`config.mk`:
```
export PLATFORM = sky130hd
export DESIGN_NAME = psc_top
export DESIGN_NICKNAME = d
export VERILOG_FILES = /design/src/hdl/psc_pkg.sv /design/src/hdl/psc_timer_if.sv /design/src/hdl/psc_timer.sv /design/src/hdl/psc_top.sv
export VERILOG_INCLUDE_DIRS = /design/src /design/src/hdl
export SDC_FILE = /design/constraint.sdc
export NUM_CORES = 1
export LEC_CHECK = 0
export BUFFER_PORTS_ARGS = -buffer_cell sky130_fd_sc_hd__buf_2
export CORE_ASPECT_RATIO = 0.75
export CORE_UTILIZATION = 23
export CTS_CLUSTER_SIZE = 30
export DETAILED_ROUTE_END_ITERATION = 10
export HOLD_SLACK_MARGIN = 0.08
export PLACE_DENSITY = 0.44
export SLEW_MARGIN = 20
export SYNTH_ARGS = -nofsm -noshare
export SYNTH_HDL_FRONTEND = slang
export SYNTH_HIERARCHICAL = 1
export SYNTH_SLANG_ARGS = --single-unit
```
`constraint.sdc`:
```
create_clock -name core_clk -period 1.9 [get_ports core_clk]
set_input_delay 0.095 -clock core_clk [delete_from_list [all_inputs] [get_ports core_clk]]
set_output_delay 0.095 -clock core_clk [all_outputs]
set_load 0.05 [all_outputs]
```
`src/hdl/psc_regs.svh`:
```
// timing constants for the select and reset controller
`ifndef PSC_REGS_SVH
`define PSC_REGS_SVH

`define PSC_CLK_MHZ 125
`define PSC_RST_STD_NS 100
`define PSC_RST_LV_NS 500
`define PSC_RECOVER_LV_NS 500
`define PSC_NS_TO_CYC(ns) (((ns) * `PSC_CLK_MHZ + 999) / 1000)
`define PSC_RST_STD_CYC `PSC_NS_TO_CYC(`PSC_RST_STD_NS)
`define PSC_RST_LV_CYC `PSC_NS_TO_CYC(`PSC_RST_LV_NS)
`define PSC_RECOVER_LV_CYC `PSC_NS_TO_CYC(`PSC_RECOVER_LV_NS)
`define PSC_TIMER_W 8

`endif

```
`src/hdl/psc_pkg.sv`:
```
// types for the select and reset controller
`include "psc_regs.svh"

package psc_pkg;
  typedef enum logic [1:0] {
    PSC_ASSERT,
    PSC_RECOVER,
    PSC_READY
  } psc_state_t;

  typedef struct packed {
    psc_state_t state;
    logic start;
    logic reset_pin;
    logic select_pin;
    logic ready;
    logic powered_down;
  } psc_ctrl_t;

  typedef struct packed {
    logic [`PSC_TIMER_W-1:0] count;
  } psc_timer_st_t;
endpackage

```
`src/hdl/psc_timer_if.sv`:
```
// load and done handshake between controller and its timer
interface psc_timer_if #(parameter int W = 8);
  logic load;
  logic [W-1:0] value;
  logic done;
  modport ctrl (output load, output value, input done);
  modport timer (input load, input value, output done);
endinterface

```
`src/hdl/psc_timer.sv`:
```
// down counter that times reset pulse width and recovery
module psc_timer
  import psc_pkg::*;
(
  input wire logic core_clk,
  input wire logic reset,
  psc_timer_if.timer tif
);
  psc_timer_st_t st;
  psc_timer_st_t next_st;

  always_comb begin
    next_st = st;
    if (reset) begin
      next_st.count = '0;
    end else if (tif.load) begin
      next_st.count = tif.value;
    end else if (st.count != '0) begin
      next_st.count = st.count - 1'b1;
    end
  end

  always_ff @(posedge core_clk) begin
    st <= next_st;
  end

  assign tif.done = (st.count == '0);
endmodule

```
`src/hdl/psc_top.sv`:
```
// host controller driving the peripheral's select and reset pins
// Summary of operation
// - standard part: hold reset at least 100ns
// - low-voltage: 500ns pulse, 500ns recovery
// - low-voltage reset is always active low
// - no access before device leaves reset
// - drive device reset actively, not by RC
`include "psc_regs.svh"

module psc_top
  import psc_pkg::*;
(
  input wire logic core_clk,
  input wire logic reset,
  input wire logic reset_request,
  input wire logic low_voltage_part,
  input wire logic reset_active_high,
  input wire logic select_mode_decoder,
  input wire logic power_down_request,
  input wire logic extra_decoder_input,
  output logic device_reset_pin,
  output logic multipurpose_select_pin,
  output logic device_ready,
  output logic device_powered_down
);
  localparam logic [`PSC_TIMER_W-1:0] RST_STD =
    `PSC_TIMER_W'(`PSC_RST_STD_CYC);
  localparam logic [`PSC_TIMER_W-1:0] RST_LV =
    `PSC_TIMER_W'(`PSC_RST_LV_CYC);
  localparam logic [`PSC_TIMER_W-1:0] REC_LV =
    `PSC_TIMER_W'(`PSC_RECOVER_LV_CYC);
  localparam int STD_CYC = `PSC_RST_STD_CYC;
  localparam int LV_CYC = `PSC_RST_LV_CYC;

  psc_ctrl_t st;
  psc_ctrl_t next_st;
  logic active_high;
  logic next_pd;

  psc_timer_if #(.W(`PSC_TIMER_W)) tif ();

  psc_timer u_timer (
    .core_clk(core_clk),
    .reset(reset),
    .tif(tif)
  );

  ////////////////////////////////////////////////////////////////////////////
  // control sequence

  // low-voltage parts only accept an active-low reset
  assign active_high = reset_active_high & ~low_voltage_part;

  always_comb begin
    next_st = st;
    tif.load = 1'b0;
    tif.value = low_voltage_part ? RST_LV : RST_STD;
    next_pd = ~select_mode_decoder & power_down_request;
    if (reset) begin
      next_st.state = PSC_ASSERT;
      next_st.start = 1'b1;
      next_st.ready = 1'b0;
      next_st.powered_down = 1'b0;
      next_st.select_pin = 1'b0;
    end else begin
      unique case (st.state)
        PSC_ASSERT: begin
          if (st.start) begin
            tif.load = 1'b1;
            next_st.start = 1'b0;
          end else if (tif.done) begin
            if (low_voltage_part) begin
              tif.load = 1'b1;
              tif.value = REC_LV;
              next_st.state = PSC_RECOVER;
            end else begin
              next_st.state = PSC_READY;
            end
          end
        end
        PSC_RECOVER: begin
          if (tif.done) begin
            next_st.state = PSC_READY;
          end
        end
        PSC_READY: begin
          if (reset_request) begin
            next_st.state = PSC_ASSERT;
            next_st.start = 1'b1;
          end
        end
      endcase
      next_st.select_pin = select_mode_decoder ? extra_decoder_input
                                               : power_down_request;
      next_st.powered_down = next_pd;
      // access allowed only once the device is out of reset and awake
      next_st.ready = (next_st.state == PSC_READY) & ~next_pd;
    end
    // pin is always driven to a full logic level
    next_st.reset_pin = (next_st.state == PSC_ASSERT) ~^ active_high;
  end

  always_ff @(posedge core_clk) begin
    st <= next_st;
  end

  assign device_reset_pin = st.reset_pin;
  assign multipurpose_select_pin = st.select_pin;
  assign device_ready = st.ready;
  assign device_powered_down = st.powered_down;

  ////////////////////////////////////////////////////////////////////////////
  // checks

  logic asserted;
  logic [7:0] held_cycles;
  logic [7:0] free_cycles;
  logic lv_q;

  assign asserted = (st.state == PSC_ASSERT);

  always_ff @(posedge core_clk) begin
    lv_q <= low_voltage_part;
    if (reset || !asserted) begin
      held_cycles <= 8'h00;
    end else if (held_cycles != 8'hff) begin
      held_cycles <= held_cycles + 8'h01;
    end
    if (reset || asserted) begin
      free_cycles <= 8'h00;
    end else if (free_cycles != 8'hff) begin
      free_cycles <= free_cycles + 8'h01;
    end
  end

  chk_std_width: assert property (
    @(posedge core_clk) disable iff (reset)
    $fell(asserted) && !lv_q |-> int'($past(held_cycles)) >= STD_CYC)
    else $error("reset pulse shorter than standard minimum");

  chk_lv_width: assert property (
    @(posedge core_clk) disable iff (reset)
    $fell(asserted) && lv_q |-> int'($past(held_cycles)) >= LV_CYC)
    else $error("reset pulse shorter than low-voltage minimum");

  chk_lv_recovery: assert property (
    @(posedge core_clk) disable iff (reset)
    $rose(device_ready) && lv_q |-> int'(free_cycles) >= LV_CYC)
    else $error("ready raised before low-voltage recovery");

  chk_lv_polarity: assert property (
    @(posedge core_clk) disable iff (reset)
    low_voltage_part && $stable(low_voltage_part) |=>
      device_reset_pin == !asserted)
    else $error("low-voltage reset not active low");

  chk_ready_gate: assert property (
    @(posedge core_clk) disable iff (reset)
    device_ready |-> !asserted && !device_powered_down)
    else $error("ready shown while device in reset or down");

  chk_pin_polarity: assert property (
    @(posedge core_clk) disable iff (reset)
    !low_voltage_part && reset_active_high && $stable(reset_active_high)
      |=> device_reset_pin == asserted)
    else $error("reset pin level does not follow sequence");

  chk_select_follow: assert property (
    @(posedge core_clk) disable iff (reset)
    !select_mode_decoder |=> multipurpose_select_pin ==
      $past(power_down_request))
    else $error("select pin does not follow power-down request");

  ////////////////////////////////////////////////////////////////////////////
  // sequence timing and mode checks

  chk_low_polarity: assert property (
    @(posedge core_clk) disable iff (reset)
    !low_voltage_part && !reset_active_high && $stable(reset_active_high)
      |=> device_reset_pin == !asserted)
    else $error("active-low reset pin level wrong");

  chk_std_release: assert property (
    @(posedge core_clk) disable iff (reset)
    $fell(asserted) && !lv_q |-> device_ready || device_powered_down)
    else $error("standard part not usable on reset release");

  chk_std_pulse_max: assert property (
    @(posedge core_clk) disable iff (reset)
    asserted && !lv_q |-> held_cycles <= 8'h10)
    else $error("standard reset pulse held too long");

  chk_pulse_bound: assert property (
    @(posedge core_clk) disable iff (reset)
    $rose(asserted) |-> ##[1:70] !asserted)
    else $error("reset pulse never released");

  chk_lv_release: assert property (
    @(posedge core_clk) disable iff (reset)
    $fell(asserted) && lv_q |->
      ##64 (device_ready || device_powered_down))
    else $error("low-voltage recovery time wrong");

  chk_recover_quiet: assert property (
    @(posedge core_clk) disable iff (reset)
    st.state == PSC_RECOVER |-> !device_ready)
    else $error("ready shown during low-voltage recovery");

  chk_request_taken: assert property (
    @(posedge core_clk) disable iff (reset)
    st.state == PSC_READY && reset_request |=> asserted && !device_ready)
    else $error("reset request not taken in ready state");

  chk_down_follow: assert property (
    @(posedge core_clk) disable iff (reset)
    !select_mode_decoder |=> device_powered_down == $past(power_down_request))
    else $error("power-down flag does not follow request");

  chk_decoder_follow: assert property (
    @(posedge core_clk) disable iff (reset)
    select_mode_decoder |=> multipurpose_select_pin ==
      $past(extra_decoder_input))
    else $error("select pin does not carry decoder input");

  chk_decoder_awake: assert property (
    @(posedge core_clk) disable iff (reset)
    select_mode_decoder |=> !device_powered_down)
    else $error("device shown down in decoder mode");
endmodule

```
==> results.cfg, run 1 <==
[logic_synthesis]
avgSynthCellArea_um2 = 8.95
synth_top_family_by_area = simple AND/OR/NAND/NOR gates
synth_fa_ha_area_share_pct = 6.02
muxShareOfSynthArea_pct = 1.20
synth_seq_cells = 15
synth-xor-area-share_pct = 5.26
synthFlopType = dfxtp_1
ys_warn_count = 6
synthesis.area_um2 = 832
synth_cell_types = 33
async_flop_share_pct = 0
synth_edf_count = 0
synth-simple-area-share_pct = 28.4
synth-compound-area-share_pct = 17.4
ys_seq_area_share_pct = 36.1
syn_inst = 93

[floorplan]
chipWidth_um = 71.5
initial_core_util_pct = 24.6
rows = 18
io_pins = 12
die_height_um = 54.1
die-area_um2 = 3860
core_um2 = 3380

[setup_path]
crit_chain = inv_1 > ha_2 > and4bb_2 > a21oi_2 > nor3b_2 > or2_2 > o32ai_1
critPathKind = reg2reg
cp_max_fo = 5
crit_arrival_ns = 1.98
critPathSlowestCell = or2_2
required_ns = 2.05
startpoint_type = flip-flop
end_kind = flip-flop
slowest_delay_ns = 0.36

[timing]
period_share_pct = 96.8
fmax_mhz = 544
fin_skew_ns = 0.00248
setup_viol = 0
hold_slack_ns = 0.0935
slew_violations = 0
hold_viol_final = 0
fin_crit_ns = 1.84
rsz0062_at_grt = true

[place]
finalWeightedCongestion = 0.772
hpwl_um = 1320
port_buffers = 11

[clock_network]
cts.sinks = 15
h-tree-depth = 1
clock_latency_ns = 0.25
cts_buffer_depth = 2
cts_buffers = 3
root_buffer = clkbuf_8
clkTransAtPathRegs_ns = 0.06
tritoncts = done

[layout]
multiInputGateArea_um2 = 559
diodes = 0
fillers = 366
fin_nets = 130
post-route-util_pct = 32.8
drive_gt1_share_pct = 38.5
regArea_um2 = 305
area_growth_pct = 33.1

[worst_hold_path]
hp-class = in2reg

[global_route]
grt_pass1_wl_um = 2950
grt_pass1_vias = 641
grt_max_degree = 19
grt_overflow = 0
grt_util_all_layers_pct = 10.3
grt_antenna_before_repair = 0

[drt]
dr.pass1.iters = 4
drc = 0
ant_nets = 0
viasPerCell = 4.44
wl_per_cell_um = 11.5
vias = 697
drt_iter0_drc = 19
finalWirelength_um = 1800

[power]
power_leakage_nw = 0.438
ir_drop_uv = 516
p_per_area_nw_per_um2 = 1680

[outcome]
status = completed

[run]
drv_cap = 0
## timing repair
| item | CTS | global route |
|---|---|---|
| setup endpoints to repair | 3 | 9 |
| hold buffers | 0 | 0 |
| resized for setup | 1 | 14 |
| pin swaps | 0 | 6 |
| setup buffers | 0 | 1 |
## stage by stage
step           power (W)  area [um^2]  setup WS (ns)  TNS, ns  instances
2_1_floorplan    0.00122          850         0.0130        0         96
3_3_place_gp     0.00149          995         0.0150        0        152
3_5_place_dp     0.00148          995        -0.0129  -0.0129        152
4_1_cts          0.00177         1040        0.00780        0        156
5_1_grt          0.00202         1110        -0.0514   -0.190        157
6_report         0.00186         1110         0.0616        0        157
## state kept, by name, indices dropped and copies added, names as in the netlist
signal	cells
device_ready	1
multipurpose_select_pin	1
u_timer/st	8
st	3
device_powered_down	1
device_reset_pin	1
## per-layer routing
layer,up-vias,GRT usage (%),wire [um]
met4,0,1.96,0
met2,14,17.1,748
li1,369,-,-
met1,314,12.7,962
met5,-,0,0
met3,0,4.12,87
## critical path, delay by kind of cell, from the launching register on
| kind | cells | cell delay [ns] |
|---|---|---|
| DFF | 1 | 0.35 |
| and+or+nand+nor | 3 | 0.72 |
| adders and majority gates | 1 | 0.17 |
| AOI/OAI and AO/OA | 2 | 0.44 |
| buffers and inverters | 1 | 0.06 |
## cell type report
cell class | instances | share of cell area [%]
Sequential cell | 15 | 27.6
Timing Repair Buffer | 20 | 11.4
Clock buffer | 3 | 3.73
Clock inverter | 1 | 0.452
Tap cell | 40 | 4.52
Multi-Input combinational cell | 73 | 50.5
Inverter | 5 | 1.81
## cell usage after synthesis, types with 2 or more instances
library cell / count / area, um^2
nor3_1: 6 / 30.0
nor2_1: 4 / 15.0
conb_1: 2 / 7.51
nand2b_1: 5 / 31.3
clkbuf_1: 2 / 7.51
inv_1: 4 / 15.0
o21bai_1: 2 / 15.0
o32ai_1: 4 / 35.0
nand2_1: 10 / 37.5
dfxtp_1: 15 / 300
a21oi_1: 6 / 30.0
xnor2_1: 4 / 35.0
nor2b_1: 4 / 25.0
nor3b_1: 3 / 22.5
ha_1: 4 / 50.1
## kinds of logic after synthesis
family / after synthesis
AOI/OAI and AO/OA: 19
xor gates and xnor gates: 5
muxes: 1
and+or+nand+nor: 39
DFF: 15
buffers and inverters: 8
other: 2
adders and majority gates: 4
## report_power, final
part	internal, W	total [W]	switching (W)
combinational	0.000526	0.00104	0.000519
clock	0.000145	0.000263	0.000118
sequential	0.000438	0.000551	0.000113
## path summary, 6_finish.rpt
kind	from	end	slack, ns	depth (start not counted)
worst max-delay path	u_timer/st[1]	u_timer/st[4]	0.06	7
worst min-delay path	extra_decoder_input	multipurpose_select_pin	0.09	3
worst max register to register	u_timer/st[1]	u_timer/st[4]	0.06	7
worst min register to register	u_timer/st[0]	u_timer/st[0]	0.62	4
## layout by cell type, fill, tap and decap left out, drive strengths merged, types with 2 or more instances in the layout
master | synthesis | routed
a21oi | 6 | 6
buf | 1 | 20
clkbuf | 2 | 3
clkinv | 1 | 2
conb | 2 | 5
dfxtp | 15 | 15
ha | 4 | 4
inv | 4 | 4
nand2 | 10 | 10
nand2b | 5 | 5
nor2 | 4 | 4
nor2b | 4 | 4
nor3 | 6 | 6
nor3b | 3 | 3
o21bai | 2 | 2
o32ai | 4 | 4
or2 | 2 | 2
xnor2 | 4 | 4
Note: power is estimated with default switching activity, not from simulation.
==> run 2, diff against run 1 <==
Settings changed: PLACE_DENSITY 0.44 to 0.43.
Clock period 1.9 ns to 2.3 ns, I/O delays scaled along.
==> run 2 against run 1 <==
  * Wire length decreased by 8.1%
  * Final cell count is 4.5% lower
  * Worst hold slack better by 0.0091 ns
  * Clock power decreased by 16%
  * Non-clock buffer count decreased by 7
  * Largest power group unchanged
==> results.cfg, run 2 (synthesis results as in run 1) <==
[power]
ir_drop_uv = 367
power_frac_seq_pct = 32.9
power_leakage_nw = 0.395
clock_power_share_pct = 16.1
switching_share_pct = 41.3
p_int_w = 0.000801
power_frac_comb_pct = 51.0
p_sw_w = 0.000564
p_per_area_nw_per_um2 = 1370

[layout]
post-route-util_pct = 29.6
reg_top3 = u_timer/st: 8 flops, st: 3 flops
final_common_cell = dfxtp_1
largest_reg_flops = 8
fin_nets = 123
fillers = 370
diodes = 0
area_growth_pct = 20.0
regMostFlops = u_timer/st
stdcell_count = 150
final_cell_mix = dfxtp_1, buf_2, nand2_1
multiInputGateArea_um2 = 512
regArea_um2 = 300
drive_gt1_share_pct = 22.7

[clock_network]
h-tree-depth = 1
clock_latency_ns = 0.25
cts_buffers = 3
cts_setup_buffers = 0
clkTransAtPathRegs_ns = 0.06
tritoncts = done
root_buffer = clkbuf_8
cts.sinks = 15
cts_buffer_depth = 2

[timing]
hold_viol_final = 0
slew_violations = 0
setup_tns_ns = 0
period_share_pct = 90.8
fmax_mhz = 479
fin_skew_ns = 0.000710
hold_slack_ns = 0.103
rsz0062_at_grt = false
fin_crit_ns = 2.09
setup_viol = 0
setup_slack_ns = 0.212

[global_route]
grt_pass1_wl_um = 2930
grt_overflow = 0
grt_antenna_before_repair = 0
grt_util_all_layers_pct = 10.4
grt_pass1_vias = 635
grt_max_degree = 19

[floorplan]
die_height_um = 54.1
initial_core_util_pct = 24.6
die-area_um2 = 3860
chipWidth_um = 71.5
rows = 18
core_um2 = 3380
io_pins = 12

[setup_path]
r2r_slack_ns = 0.21
crit_arrival_ns = 2.25
crit_chain = inv_1 > ha_1 > and4bb_1 > a21oi_1 > nor3b_1 > buf_4 > or2_2 > o32ai_1
cp.depth = 8
r2r-end = u_timer/st[5]
regToRegStartpoint = u_timer/st[0]
required_ns = 2.46
path_delay_family = simple AND/OR/NAND/NOR gates
path_buf_inv = 2
critPathSlowestCell = dfxtp_1
slowest_delay_ns = 0.37
cp_max_fo = 14
startpoint_type = flip-flop
r2r_cells = 8
end_kind = flip-flop
critPathKind = reg2reg

[drt]
ant_nets = 0
drt_iter0_drc = 9
viasPerCell = 4.31
drc = 0
dr.pass1.iters = 3
wl_per_cell_um = 11.0
finalWirelength_um = 1650
vias = 647

[place]
dp_slack_ns = 0.168
dp_cells = 146
finalWeightedCongestion = 0.743
hpwl_um = 1230
port_buffers = 11

[worst_hold_path]
holdPathStages = 3
worstHoldEndpoint = multipurpose_select_pin
hp-class = in2reg
min_from = extra_decoder_input

[outcome]
status = completed

[run]
drv_cap = 0
-- run 2: changes by cell type in the layout (fill, tap and decap cells not counted), sizes merged --
cell | previous run | this run
buf | 20 | 13
-- run 2: area by class of cell --
| cell class | count | share of cell area, % |
|---|---|---|
| clock inverter | 1 | 0.501 |
| sequential | 15 | 30.1 |
| inverter | 5 | 2.01 |
| timing repair buffer | 13 | 7.02 |
| multi-input combinational | 73 | 51.3 |
| tap | 40 | 5.01 |
| clock buffer | 3 | 4.14 |
-- run 2: repair_timing --
action,in CTS,in global routing
hold buffers,0,0
gates resized for setup,0,1
endpoints found under the setup margin,0,1
endpoints found under the hold margin,0,0
-- run 2: worst max path at each step --
stage / slack (ns) / endpoint / from
after floorplan: 0.24 / u_timer/st[0] / u_timer/st[3]
after global placement: 0.26 / u_timer/st[2] / u_timer/st[0]
after detailed placement: 0.17 / u_timer/st[4] / u_timer/st[0]
after CTS: 0.15 / u_timer/st[4] / u_timer/st[0]
after global routing: 0.007 / u_timer/st[3] / u_timer/st[0]
final: 0.21 / u_timer/st[5] / u_timer/st[0]
-- run 2: worst min-delay path, delay by kind of cell --
family | cells | cell delay (ns)
buffers and inverters | 1 | 0.09
AOI/OAI and AO/OA | 1 | 0.05
and+or+nand+nor | 1 | 0.04
-- run 2: routing by layer --
metal | share of wire, % | vias up | wire [um] | global-route usage, %
li1 | - | 355 | - | -
met1 | 54 | 283 | 900 | 12.5
met2 | 40 | 7 | 664 | 16.7
met3 | 3.8 | 2 | 62 | 3.75
met4 | 1.5 | 0 | 25 | 4.90
met5 | 0 | - | 0 | 0
-- run 2: metrics by stage --
stage          area [um^2]  total power (W)
6_report               998          0.00137
5_1_grt                998          0.00148
4_1_cts                991          0.00137
3_5_place_dp           945          0.00114
3_3_place_gp           945          0.00114
2_1_floorplan          843          0.00101
-- run 2: power by group through the flow --
stage / Combinational, W / Sequential (W) / Clock, W
after CTS: 0.000689 / 0.000450 / 0.000229
after detailed placement: 0.000685 / 0.000455 / 0
after global placement: 0.000685 / 0.000458 / 0
final: 0.000697 / 0.000449 / 0.000220
after floorplan: 0.000522 / 0.000484 / 0
after global routing: 0.000774 / 0.000467 / 0.000244
==> run 3, diff against run 2 <==
Settings changed: CTS_BUF_LIST from default to sky130_fd_sc_hd__clkbuf_4, PLACE_DENSITY 0.43 to 0.44.
Clock period 2.3 ns to 1.7 ns, I/O delays scaled along.
==> run 3 against run 2 <==
  * The flow now finishes with violations (setup timing)
  * Sequential power is 32% higher
  * Worst hold slack worse by 0.016 ns
  * Core utilization is 11 points higher
  * Die area stayed put
  * First-iteration DRC count is 44% higher
  * Sequential share of layout area is 7.8 points lower
  * Wire length is 37% higher
  * Non-clock buffer count is 30 higher
  * Sequential cell count stayed put
  * Critical endpoint is now device_reset_pin
  * Largest power group unchanged
==> results.cfg, run 3 (synthesis results as in run 1) <==
[power]
clock_power_share_pct = 8.3
p_sw_w = 0.00101
p_per_area_nw_per_um2 = 1820
power_frac_seq_pct = 23.6
ir_drop_uv = 622
switching_share_pct = 40.0
p_total_w = 0.00251
p_int_w = 0.00151
power_leakage_nw = 0.572
power_frac_comb_pct = 68.1

[run]
drv_cap = 0

[drt]
drt_iter0_drc = 13
finalWirelength_um = 2260
highest_layer = met4
wl_met2_um = 1070
vias = 816
drc = 0
wl_per_cell_um = 12.6
viasPerCell = 4.53
dr.pass1.iters = 4
wl_met3_um = 62
ant_nets = 0
met1_length_um = 1100

[setup_path]
r2r_slack_ns = -0.18
startpoint_type = flip-flop
r2r_cells = 7
crit_arrival_ns = 2.11
cp_max_fo = 5
required_ns = 1.93
regToRegStartpoint = u_timer/st[2]
end_kind = flip-flop
r2r-end = device_reset_pin
critPathKind = reg2reg

[floorplan]
io_pins = 12
initial_core_util_pct = 24.6
rows = 18
die-area_um2 = 3860
chipWidth_um = 71.5
die_height_um = 54.1
core_um2 = 3380

[clock_network]
tritoncts = done
cts_buffers = 3
root_buffer = clkbuf_4
h-tree-depth = 1
cts_buffer_depth = 2
cts.sinks = 15
clock_latency_ns = 0.29
clkTransAtPathRegs_ns = 0.10

[global_route]
grt_util_all_layers_pct = 12.9
grt_antenna_before_repair = 0
grt_max_degree = 12
grt_overflow = 0
grt_pass1_wl_um = 3650
grt_pass1_vias = 818

[worst_hold_path]
worstHoldEndpoint = st[4]
holdPathStages = 3
min_from = reset_request
hp-class = in2reg

[layout]
area_growth_pct = 66.3
final_common_cell = buf_4
fin_nets = 153
final_cell_mix = buf_4, dfxtp_1, buf_2
drive_gt1_share_pct = 53.6
reg_top3 = u_timer/st: 8 flops, st: 3 flops
largest_reg_flops = 8
diodes = 0
stdcell_count = 180
regMostFlops = u_timer/st

[timing]
setup_viol = 10
setup_tns_ns = -1.16
hold_viol_final = 0
fin_skew_ns = 0.00566
hold_slack_ns = 0.0867
setup_slack_ns = -0.180
period_share_pct = 111
fin_crit_ns = 1.88
fmax_mhz = 532
slew_violations = 0
rsz0062_at_grt = true

[place]
dp_cells = 164
finalWeightedCongestion = 0.719
port_buffers = 11
hpwl_um = 1490

[outcome]
status = finished with violations
violations = setup timing
-- run 3: power groups by stage --
stage	clock network, W	registers (W)	logic [W]
6_report	0.000207	0.000594	0.00171
5_1_grt	0.000244	0.000611	0.00186
4_1_cts	0.000224	0.000592	0.00149
3_5_place_dp	0	0.000588	0.00121
3_3_place_gp	0	0.000591	0.00120
2_1_floorplan	0	0.000661	0.000747
-- run 3: worst max-delay path by stage --
stage	from	end	slack, ns	depth (start not counted)
after floorplan	u_timer/st[2]	u_timer/st[0]	-0.15	9
after global placement	u_timer/st[1]	u_timer/st[4]	-0.26	8
after detailed placement	u_timer/st[0]	u_timer/st[4]	-0.25	8
after CTS	u_timer/st[3]	device_reset_pin	-0.13	7
after global routing	u_timer/st[2]	device_reset_pin	-0.29	7
final	u_timer/st[2]	device_reset_pin	-0.18	7
-- run 3: repair_timing --
| action | CTS | global route |
|---|---|---|
| buffers inserted | 8 | 1 |
| resized for setup | 19 | 14 |
| endpoints found under the setup margin | 11 | 12 |
| pin swaps | 10 | 10 |
| endpoints found under the hold margin | 3 | 0 |
| hold buffers | 4 | 0 |
-- run 3: cell type report --
type                       count  area, um^2
sequential                    15         308
timing repair buffer          43         335
fill                         340        1990
inverter                       5        20.0
clock inverter                 1        5.00
clock buffer                   3        22.5
multi-input combinational     73         643
tap                           40        50.0
-- run 3: routing by layer --
layer | up-vias | GRT usage (%)
li1 | 420 | -
met3 | 2 | 3.37
met5 | - | 0
met1 | 375 | 16.6
met2 | 19 | 21.4
met4 | 0 | 3.92
-- run 3: worst max-delay path, cell delays in order (launching register included) --
cell and delay (ns):
dfxtp_4 0.36, nor4_4 0.29, and4bb_2 0.34, buf_6 0.12, a21oi_4 0.05, a2111oi_4 0.35, o21bai_4 0.19, xnor2_1 0.11
-- run 3: per-stage QoR --
step                setup WS (ns)  util [%]  area, um^2
floorplan                  -0.155         -         877
global placement           -0.258      32.7        1100
detailed placement         -0.253      32.7        1100
CTS                        -0.134      38.3        1290
global route               -0.286      41.0        1380
finish                     -0.180      41.0        1380
